===== config.mk =====
export PLATFORM = sky130hd
export DESIGN_NAME = dtpm_trace_pin_mux
export DESIGN_NICKNAME = d
export VERILOG_FILES = /design/src/design/dtpm_pkg.sv /design/src/design/dtpm_trace_pin_mux.sv
export VERILOG_INCLUDE_DIRS = /design/src /design/src/design
export SDC_FILE = /design/constraint.sdc
export NUM_CORES = 1
export LEC_CHECK = 0
export BUFFER_PORTS_ARGS = -buffer_cell sky130_fd_sc_hd__buf_4
export CAP_MARGIN = 20
export CORE_ASPECT_RATIO = 0.6
export CORE_UTILIZATION = 45
export CTS_BUF_LIST = sky130_fd_sc_hd__clkbuf_4 sky130_fd_sc_hd__clkbuf_8
export CTS_CLUSTER_DIAMETER = 40
export CTS_CLUSTER_SIZE = 28
export DETAILED_ROUTE_END_ITERATION = 12
export PLACE_DENSITY_LB_ADDON = 0.25
export REMOVE_ABC_BUFFERS = 1
export SLEW_MARGIN = 20
export SYNTH_ARGS = -nofsm -noshare
export SYNTH_HDL_FRONTEND = slang
export SYNTH_SLANG_ARGS = --single-unit

===== constraint.sdc =====
create_clock -name MCLK -period 2.81 [get_ports MCLK]
set_input_delay 0.7025 -clock MCLK [delete_from_list [all_inputs] [get_ports MCLK]]
set_output_delay 0.7025 -clock MCLK [all_outputs]
set_load 0.01 [all_outputs]

===== src/design/dtpm_defs.svh =====
// register offsets, field positions, reset values and codes of the trace pin mux
`ifndef DTPM_DEFS_SVH
`define DTPM_DEFS_SVH

`define DTPM_OFS_PORT_C_LOW_CONFIG  8'h00
`define DTPM_OFS_DEBUG_PIN_CONFIG   8'h04
`define DTPM_OFS_TRACE_CTRL         8'h08
`define DTPM_OFS_GPIO_OUT           8'h0C
`define DTPM_OFS_STATUS             8'h10

`define DTPM_RST_PORT_C_LOW_CONFIG  8'h44
`define DTPM_RST_DEBUG_PIN_CONFIG   8'h00
`define DTPM_RST_TRACE_CTRL         3'h0

`define DTPM_CFG_A_HI               7
`define DTPM_CFG_A_LO               4
`define DTPM_CFG_B_HI               3
`define DTPM_CFG_B_LO               0
`define DTPM_DBG_GPIO_BIT           5
`define DTPM_TRC_EN_BIT             0
`define DTPM_TRC_MODE_HI            2
`define DTPM_TRC_MODE_LO            1

`define DTPM_CODE_ANALOG            4'h0
`define DTPM_CODE_OUT               4'h1
`define DTPM_CODE_IN                4'h4
`define DTPM_CODE_ALT_OUT           4'h9

`endif


===== src/design/dtpm_pkg.sv =====
// types of the trace pin mux
`default_nettype none
package dtpm_pkg;
  typedef enum logic [1:0] {
    DTPM_TRC_ASYNC = 2'h0,
    DTPM_TRC_SYNC1 = 2'h1,
    DTPM_TRC_SYNC2 = 2'h2,
    DTPM_TRC_SYNC4 = 2'h3
  } dtpm_trace_mode_t;

  typedef enum logic [2:0] {
    DTPM_B_SCAN  = 3'b001,
    DTPM_B_GPIO  = 3'b010,
    DTPM_B_TRACE = 3'b100
  } dtpm_b_func_t;
endpackage
`default_nettype wire


===== src/design/dtpm_trace_pin_mux.sv =====
// function selection for the two shared trace pins, with an AHB-Lite register slave
//
// The implementer's own choices: the register offsets and the AHB-Lite slave port.
`include "dtpm_defs.svh"
`default_nettype none

// Overview of operation
// - pin A goes to analog input three only with the analog code in bits 7:4
// - async trace drives pin A when async selected, trace on, alt code in 7:4
// - trace bit zero drives pin A for 1/2/4-wire sync, trace on, alt code 7:4
// - trace bit one drives pin B for 2/4-wire sync, trace on, alt code 3:0
// - pin B is GPIO when debug config bit 5 set or serial-wire without bit one
// - pin B is the scan reset input in scan mode without bit one or debug config bit 5, pull-up on
// - pin B is always sampled as the external interrupt D source
// - scan mode after reset or external reset low; debugger may select serial-wire
module dtpm_trace_pin_mux
  import dtpm_pkg::*;
(
  input  wire logic        MCLK,
  input  wire logic        RESET,
  input  wire logic        HSEL,
  input  wire logic [7:0]  HADDR,
  input  wire logic [1:0]  HTRANS,
  input  wire logic        HWRITE,
  input  wire logic [2:0]  HSIZE,
  input  wire logic [31:0] HWDATA,
  input  wire logic        HREADY,
  output logic             HREADYOUT,
  output logic [31:0]      HRDATA,
  output logic             HRESP,
  input  wire logic        ASYNC_TRACE_OUT,
  input  wire logic        SYNC_TRACE_BIT_ZERO,
  input  wire logic        SYNC_TRACE_BIT_ONE,
  input  wire logic        SERIAL_WIRE_SELECT,
  input  wire logic        EXTERNAL_RESET_PIN_N,
  input  wire logic        PIN_A_I,
  input  wire logic        PIN_B_I,
  output logic             PIN_A_O,
  output logic             PIN_A_OE,
  output logic             PIN_A_ANALOG,
  output logic             PIN_B_O,
  output logic             PIN_B_OE,
  output logic             PIN_B_PULLUP,
  output logic             SCAN_RESET_IN_N,
  output logic             EXT_INTERRUPT_D,
  output logic             SERIAL_WIRE_MODE
);

  function automatic logic code_is(input logic [3:0] field, input logic [3:0] code);
    code_is = (field == code);
  endfunction

  // configuration registers
  logic [7:0]  port_c_low_config_r;
  logic [7:0]  debug_pin_config_r;
  logic [2:0]  trace_ctrl_r;
  logic        gpio_out_r;

  // ahb-lite data phase bookkeeping
  logic        wr_pend_r;
  logic [7:0]  wr_addr_r;

  // pin input synchronisers, stage one read only by stage two
  logic        rst_pin_s1_r;
  logic        rst_pin_s2_r;
  logic        pin_a_s1_r;
  logic        pin_a_s2_r;
  logic        pin_b_s1_r;
  logic        pin_b_s2_r;

  logic        serial_wire_r;
  logic        serial_wire_nxt;

  wire         addr_phase  = HSEL & HREADY & HTRANS[1];
  wire         wr_start    = addr_phase & HWRITE;
  wire         rd_start    = addr_phase & ~HWRITE;

  wire [3:0]   cfg_a       = port_c_low_config_r[`DTPM_CFG_A_HI:`DTPM_CFG_A_LO];
  wire [3:0]   cfg_b       = port_c_low_config_r[`DTPM_CFG_B_HI:`DTPM_CFG_B_LO];
  wire         trace_en    = trace_ctrl_r[`DTPM_TRC_EN_BIT];
  wire [1:0]   trace_mode_bits = trace_ctrl_r[`DTPM_TRC_MODE_HI:`DTPM_TRC_MODE_LO];
  dtpm_trace_mode_t trace_mode;
  assign trace_mode = dtpm_trace_mode_t'(trace_mode_bits);

  wire         a_analog    = code_is(cfg_a, `DTPM_CODE_ANALOG);
  wire         a_alt       = code_is(cfg_a, `DTPM_CODE_ALT_OUT);
  wire         b_alt       = code_is(cfg_b, `DTPM_CODE_ALT_OUT);
  wire         b_out       = code_is(cfg_b, `DTPM_CODE_OUT);
  wire         a_async     = a_alt & trace_en & (trace_mode == DTPM_TRC_ASYNC);
  wire         a_sync      = a_alt & trace_en & (trace_mode != DTPM_TRC_ASYNC);
  wire         b_trace     = b_alt & trace_en &
                             ((trace_mode == DTPM_TRC_SYNC2) |
                              (trace_mode == DTPM_TRC_SYNC4));
  wire         b_gpio      = debug_pin_config_r[`DTPM_DBG_GPIO_BIT] | serial_wire_r;

  // trace wins over gpio, gpio over scan reset, so exactly one state is hot
  dtpm_b_func_t b_func;
  assign b_func = b_trace ? DTPM_B_TRACE :
                  (b_gpio ? DTPM_B_GPIO : DTPM_B_SCAN);

  logic        pin_a_o_nxt;
  logic        pin_b_o_nxt;
  logic        pin_b_oe_nxt;
  logic        pin_b_pull_nxt;
  logic        scan_rst_nxt;

  always_comb begin
    pin_a_o_nxt = 1'b0;
    if (a_async) begin
      pin_a_o_nxt = ASYNC_TRACE_OUT;
    end else if (a_sync) begin
      pin_a_o_nxt = SYNC_TRACE_BIT_ZERO;
    end
  end

  always_comb begin
    pin_b_o_nxt    = 1'b0;
    pin_b_oe_nxt   = 1'b0;
    pin_b_pull_nxt = 1'b0;
    scan_rst_nxt   = 1'b1;
    case (b_func)
      DTPM_B_TRACE: begin
        pin_b_o_nxt  = SYNC_TRACE_BIT_ONE;
        pin_b_oe_nxt = 1'b1;
      end
      DTPM_B_GPIO: begin
        pin_b_o_nxt  = gpio_out_r;
        pin_b_oe_nxt = b_out;
      end
      DTPM_B_SCAN: begin
        pin_b_pull_nxt = 1'b1;
        scan_rst_nxt   = pin_b_s2_r;
      end
      default: begin
        pin_b_pull_nxt = 1'b1;
      end
    endcase
  end

  // the debug port protocol detector pulses the select on the same clock;
  // a low external reset pin always falls back to scan mode
  always_comb begin
    serial_wire_nxt = serial_wire_r;
    if (!rst_pin_s2_r) begin
      serial_wire_nxt = 1'b0;
    end else if (SERIAL_WIRE_SELECT) begin
      serial_wire_nxt = 1'b1;
    end
  end

  // bit 7 stays zero so the synced pin A level sits in bit 8
  wire [31:0]  status_word = {23'h00_0000, pin_a_s2_r, 1'b0, b_func, trace_en,
                              serial_wire_r, pin_b_s2_r, a_analog};
  logic [31:0] rd_data_nxt;
  always_comb begin
    case (HADDR)
      `DTPM_OFS_PORT_C_LOW_CONFIG: rd_data_nxt = {24'h00_0000, port_c_low_config_r};
      `DTPM_OFS_DEBUG_PIN_CONFIG:  rd_data_nxt = {24'h00_0000, debug_pin_config_r};
      `DTPM_OFS_TRACE_CTRL:        rd_data_nxt = {29'h0000_0000, trace_ctrl_r};
      `DTPM_OFS_GPIO_OUT:          rd_data_nxt = {31'h0000_0000, gpio_out_r};
      `DTPM_OFS_STATUS:            rd_data_nxt = status_word;
      default:                     rd_data_nxt = 32'h0000_0000;
    endcase
  end

  always_ff @(posedge MCLK or posedge RESET) begin
    if (RESET) begin
      rst_pin_s1_r <= 1'b1;
      rst_pin_s2_r <= 1'b1;
      pin_a_s1_r   <= 1'b0;
      pin_a_s2_r   <= 1'b0;
      pin_b_s1_r   <= 1'b1;
      pin_b_s2_r   <= 1'b1;
    end else begin
      rst_pin_s1_r <= EXTERNAL_RESET_PIN_N;
      rst_pin_s2_r <= rst_pin_s1_r;
      pin_a_s1_r   <= PIN_A_I;
      pin_a_s2_r   <= pin_a_s1_r;
      pin_b_s1_r   <= PIN_B_I;
      pin_b_s2_r   <= pin_b_s1_r;
    end
  end

  always_ff @(posedge MCLK or posedge RESET) begin
    if (RESET) begin
      wr_pend_r <= 1'b0;
      wr_addr_r <= 8'h00;
      HRDATA    <= 32'h0000_0000;
    end else begin
      wr_pend_r <= wr_start;
      if (wr_start) begin
        wr_addr_r <= HADDR;
      end
      if (rd_start) begin
        HRDATA <= rd_data_nxt;
      end
    end
  end

  always_ff @(posedge MCLK or posedge RESET) begin
    if (RESET) begin
      port_c_low_config_r <= `DTPM_RST_PORT_C_LOW_CONFIG;
      debug_pin_config_r  <= `DTPM_RST_DEBUG_PIN_CONFIG;
      trace_ctrl_r        <= `DTPM_RST_TRACE_CTRL;
      gpio_out_r          <= 1'b0;
    end else if (wr_pend_r) begin
      case (wr_addr_r)
        `DTPM_OFS_PORT_C_LOW_CONFIG: port_c_low_config_r <= HWDATA[7:0];
        `DTPM_OFS_DEBUG_PIN_CONFIG:  debug_pin_config_r  <= HWDATA[7:0];
        `DTPM_OFS_TRACE_CTRL:        trace_ctrl_r        <= HWDATA[2:0];
        `DTPM_OFS_GPIO_OUT:          gpio_out_r          <= HWDATA[0];
        default: begin
        end
      endcase
    end
  end

  // every pin output is registered: one cycle of latency on trace data is
  // accepted in exchange for glitch-free pads
  always_ff @(posedge MCLK or posedge RESET) begin
    if (RESET) begin
      serial_wire_r    <= 1'b0;
      HREADYOUT        <= 1'b1;
      HRESP            <= 1'b0;
      PIN_A_O          <= 1'b0;
      PIN_A_OE         <= 1'b0;
      PIN_A_ANALOG     <= 1'b0;
      PIN_B_O          <= 1'b0;
      PIN_B_OE         <= 1'b0;
      PIN_B_PULLUP     <= 1'b1;
      SCAN_RESET_IN_N  <= 1'b1;
      EXT_INTERRUPT_D  <= 1'b1;
      SERIAL_WIRE_MODE <= 1'b0;
    end else begin
      serial_wire_r    <= serial_wire_nxt;
      HREADYOUT        <= 1'b1;
      HRESP            <= 1'b0;
      PIN_A_O          <= pin_a_o_nxt;
      PIN_A_OE         <= a_async | a_sync;
      PIN_A_ANALOG     <= a_analog;
      PIN_B_O          <= pin_b_o_nxt;
      PIN_B_OE         <= pin_b_oe_nxt;
      PIN_B_PULLUP     <= pin_b_pull_nxt;
      SCAN_RESET_IN_N  <= scan_rst_nxt;
      EXT_INTERRUPT_D  <= pin_b_s2_r;
      SERIAL_WIRE_MODE <= serial_wire_r;
    end
  end

endmodule
`default_nettype wire


# --- Word-level counts from Yosys, hierarchy flattened ---
# Index checks and enable logic that the tools add are counted.
classes:
  reduce_logical: 10
  n_eq_ne: 16
  mux: 11
  bitwise_logic: 13
ops:
  columns: ["cell", "count"]
  rows:
  - ["9-bit case mux with 5 select lines", 1]
  - ["8-bit by 4-bit == test with 1-bit output, second input constant", 4]
  - ["8-bit by 3-bit == test with 1-bit output, second input constant", 2]
  - ["8-bit logical NOT", 2]
  - ["1-bit bitwise AND", 9]
  - ["4-bit == test, second input constant", 2]
  - ["8-bit by 5-bit == test with 1-bit output, second input constant", 1]
  - ["2-bit AND reduction", 4]
  - ["1-bit two-way mux", 6]
  - ["2-bit == test, second input constant", 2]
  - ["4-bit by 1-bit == test with 1-bit output, second input constant", 1]
  - ["4-bit logical NOT", 1]
  - ["1-bit case mux with 2 select lines", 2]
  - ["3-bit by 1-bit == test with 1-bit output, second input constant", 1]
  - ["3-bit by 2-bit == test with 1-bit output, second input constant", 1]
  - ["3-bit == test, second input constant", 1]
  - ["3-bit two-way mux", 1]
  - ["1-bit bitwise OR", 3]
  - ["2-bit logical NOT", 1]
  - ["2-bit two-way mux", 1]
  - ["2-bit != test, second input constant", 1]
  - ["2-bit nonzero test", 1]
  - ["2-bit OR reduction", 1]
  - ["1-bit NOT", 1]
totals:
  word_cells: 73
  reg_bits: 77
  in_bits: 57
  out_inout_bits: 43

# --- Logic depth before layout (Yosys ltp) ---
depth:
  word_depth: 7
  mapped_depth: 5
  mapped_depth_nobuf: 4

# --- Worst setup path before layout ---
# OpenSTA, ideal clock, no wires.
synth_path:
  path_type: "input port to flip-flop"
  start: "input HADDR[5]"
  end: "register HRDATA[3]"
  cell_stages: 4
  t_required_ps: 2727
  setup_time_ps: 83
  t_arrival_ps: 1919
  slack_ps: 809
  n_path_buf: 0
  path_cell_list: "or4_1 nor3_1 o21ai_0 o21ai_0"
synth_between:
  elab_chain_len: 2
  elab_cells_between_ends: 6
  classes_between: "eq/ne: 4; mux: 1; reduce/logical: 1"
synth_rtl:
  columns: ["item", "line_no", "rtl"]
  rows:
  - ["from (decl)", "dtpm_trace_pin_mux.sv:22", "input wire logic [7:0] HADDR,"]
  - ["8-bit by 5-bit == test with 1-bit output (tied with other cells)", "dtpm_trace_pin_mux.sv:156", "case (HADDR)"]
  - ["9-bit case mux with 5 select lines (*)", "dtpm_trace_pin_mux.sv:156", null]
  - ["to (signal assigned)", "dtpm_trace_pin_mux.sv:195", "HRDATA <= rd_data_nxt;"]
  - ["to (decl)", "dtpm_trace_pin_mux.sv:29", "output logic [31:0] HRDATA,"]
# Mark *: on every way between the ends. The rest lies on a longest branch, timed or not.
# A chain may end at the register's enable or synchronous reset.

# --- Final worst setup path ---
layout_path:
  start: "register wr_addr_r[1]"
  end: "register port_c_low_config_r[1]"
layout_between:
  elab_chain_len: 2
layout_rtl:
  columns: ["item", "line_no", "rtl"]
  rows:
  - ["from (decl)", "dtpm_trace_pin_mux.sv:61", "logic [7:0] wr_addr_r;"]
  - ["from (signal assigned)", "dtpm_trace_pin_mux.sv:187", "wr_addr_r <= 8'h00;"]
  - ["from (signal assigned)", "dtpm_trace_pin_mux.sv:192", "wr_addr_r <= HADDR;"]
  - ["8-bit logical NOT", "dtpm_trace_pin_mux.sv:207", "case (wr_addr_r)"]
  - ["2-bit AND reduction (no source line)", null, null]
  - ["to (signal assigned)", "dtpm_trace_pin_mux.sv:202", "port_c_low_config_r <= `DTPM_RST_PORT_C_LOW_CONFIG;"]
  - ["to (signal assigned)", "dtpm_trace_pin_mux.sv:208", "`DTPM_OFS_PORT_C_LOW_CONFIG: port_c_low_config_r <= HWDATA[7:0];"]
  - ["to (decl)", "dtpm_trace_pin_mux.sv:54", "logic [7:0] port_c_low_config_r;"]
# Every way passes these cells.

==> reports/qor.yml <==
floorplanning:
  core_um2: 5155
  num_io_pins: 100
  dieArea_um2: 5750
  die_w_um: 97.23
  die_height_um: 59.14
  initial_core_util_pct: 47.50
  rows: 20
grt:
  grt_use_met1_pct: 27.15
  grt_max_degree: 23
  grt.total_usage_pct: 18.37
  use_met2_pct: 27.16
  top_usage_layer: "met2"
  grt_first_pass_wirelength_mm: 7.935
  met3_usage_pct: 4.835
  antenna_found_initial: 0
  grt_pass1_vias: 1536
  grt-ovfl-total: 0
worst_setup_path:
  critPathKind: "flop to flop"
  path_max_fanout: 8
  crit_path_end_kind: "flop"
  startpoint: "wr_addr_r[1]"
  r2r-start: "wr_addr_r[1]"
  required_ps: 3000
  arrival_ps: 2410
  crit_path_start_kind: "flop"
cts:
  cts-root-buf: "clkbuf_8"
  htree_levels: 2
  postCtsSetupBuffers: 0
  cts_sinks: 54
  tritoncts: "done"
  worstSkewPairLatency_ps: 300
  holdBufCountCts: 0
  clock_path_buffers: 2
  ctsResizeCount: 0
  cts_made_buffers: 5
  clkSlewWorstSetupHoldPaths_ps: 90
detailed_routing:
  routed_wirelength_mm: 4.946
  drc: 0
  vias_per_cell: 4.967
  first_pass_iters: 4
  drtIter0Drc: 130
  via_count: 1649
  ant_nets: 0
  wl_per_cell_um: 14.90
layout:
  fillers: 473
  layout-drive-gt1-share_pct: 34.59
  synthToLayoutAreaGrowth_pct: 17.68
  fin_nets: 322
  finalCoreUtilization_pct: 55.90
  final-seq-area_um2: 1363
  multiInputGateArea_um2: 954.7
  final_cell_mix: "50 x buf_4, 45 x dfrtp_1, 31 x nand2_1"
  diodes: 0
  layoutNonFillerInstCount: 332
  final_common_cell: "buf_4"
status:
  status: "completed"
power_and_ir_drop:
  p_leak_nw: 1.372
  p_clk_share_pct: 25.3
  p_int_mw: 1.287
  switching_share_pct: 27.13
  power_per_cell_area_nw_per_um2: 612.8
  combinationalPowerShare_pct: 17.4
  p_switching_uw: 479.1
  ir_drop_v: 0.0003572
  seqPwrFrac_pct: 57.3
placement:
  place_ws_ps: 601.1
  dpl.cell_count: 324
  numPortBuffers: 46
  gp_congestion: 0.8102
  dpl.hpwl_mm: 3.699
synth:
  synth_cell_type_count: 39
  netlist_area_um2: 2449
  yosysWarnings: 0
  syn_inst: 215
  synth-seq-cells: 54
  synth_edf_count: 0
  async_reset_ff_share_pct: 100.0
  seq_area_frac_synth_pct: 55.65
  dominantRegCellSynth: "dfrtp_1"
  synth.avg_cell_area_um2: 11.39
timing:
  setup_ws_ps: 590.3
  clock_skew_ps: 6.470
  worst_slew_pin_slew_ps: 511.7
  setup_viol: 0
  relSlewSlack_pct: 65.85
  finalSetupTns_ps: 0
  fin_crit_sh_pct: 78.99
  min_period_ps: 2220
  rsz0062_at_grt: "false"
  fin_hold_ws_ps: 354.5
  final-hold-violation-count: 0
  max_freq_ghz: 0.4505
  finalMaxSlewViolations: 0
min_path:
  min_path_type: "flop to flop"
  holdCritStartpoint: "pin_a_s1_r"
job:
  cap_violations: 0
## logic make-up after synthesis
group | Yosys count | share of synthesized area [%]
and+or+nand+nor | 71 | 15.64
DFF | 54 | 55.65
buffers and inverters | 33 | 8.891
AOI/OAI and AO/OA | 28 | 7.410
muxes | 27 | 12.11
other | 2 | 0.3067
## critical path, cell delays in order, from the launching register on
cell and delay [ps]:
dfrtp_1 390, or4b_4 560, nor4_4 230, nor3b_4 530, mux2_2 400
## state kept, by name (all words and copies together), names as in the netlist, 3 cells and up
name,cells
HRDATA,9
trace_ctrl_r,3
port_c_low_config_r,8
debug_pin_config_r,8
wr_addr_r,8
## power by group through the flow
| stage | sequential (mW) | clock [mW] | combinational (mW) |
|---|---|---|---|
| floorplan | 1.01 | 0 | 0.187 |
| global placement | 1.02 | 0 | 0.300 |
| detailed placement | 1.03 | 0 | 0.309 |
| CTS | 1.01 | 0.462 | 0.310 |
| global route | 1.03 | 0.491 | 0.341 |
| finish | 1.01 | 0.446 | 0.308 |
## layer usage
layer / wire length, um / share of wire, %
met1: 2550 / 52
met2: 2074 / 42
met3: 294 / 5.9
met4: 26 / 0.53
met5: 0 / 0
## cell type report
type | instances | area share [%]
flip-flops and latches | 54 | 47.29
clock inverters | 1 | 0.1737
well taps | 66 | 2.866
repair buffers | 50 | 13.03
clock buffers | 7 | 3.126
multi-input cells | 151 | 33.13
inverters | 3 | 0.3908
## metrics by stage
step / cell area (um2) / power, mW
finish: 2882 / 1.766
global route: 2882 / 1.862
CTS: 2882 / 1.784
detailed placement: 2786 / 1.336
global placement: 2786 / 1.324
floorplan: 2328 / 1.195
## cell usage after synthesis (2+ instances only)
master     instances  area share, %
nand3b_1           3           0.92
a41oi_1            2           0.72
nand2b_1           2           0.51
dfstp_2            9            9.7
conb_1             2           0.31
nor2_1             7            1.1
mux2_2            21            9.7
o21a_1             3           0.92
dfrtp_1           45             46
nor3_1             6            1.2
inv_1              2           0.31
a2bb2oi_1          3            1.1
buf_4             25            7.7
mux2i_1            6            2.5
o21ai_0           13            2.7
clkbuf_1           5           0.77
nand2_1           31            4.8
and2_1             3           0.77
a22oi_1            2           0.61
nand3_1            6            1.2
## path summary, 6_finish.rpt
path	endpoint	slack, ps	depth (start not counted)
worst max-delay path	port_c_low_config_r[1]	590	4
worst min-delay path	pin_a_s2_r	350	0
worst max register to register	port_c_low_config_r[1]	590	4
min in group asynchronous	PIN_A_O	370	2
worst min register to register	pin_a_s2_r	350	0
max in group asynchronous	port_c_low_config_r[2]	1770	3
Note: power is estimated with default switching activity, not from simulation.
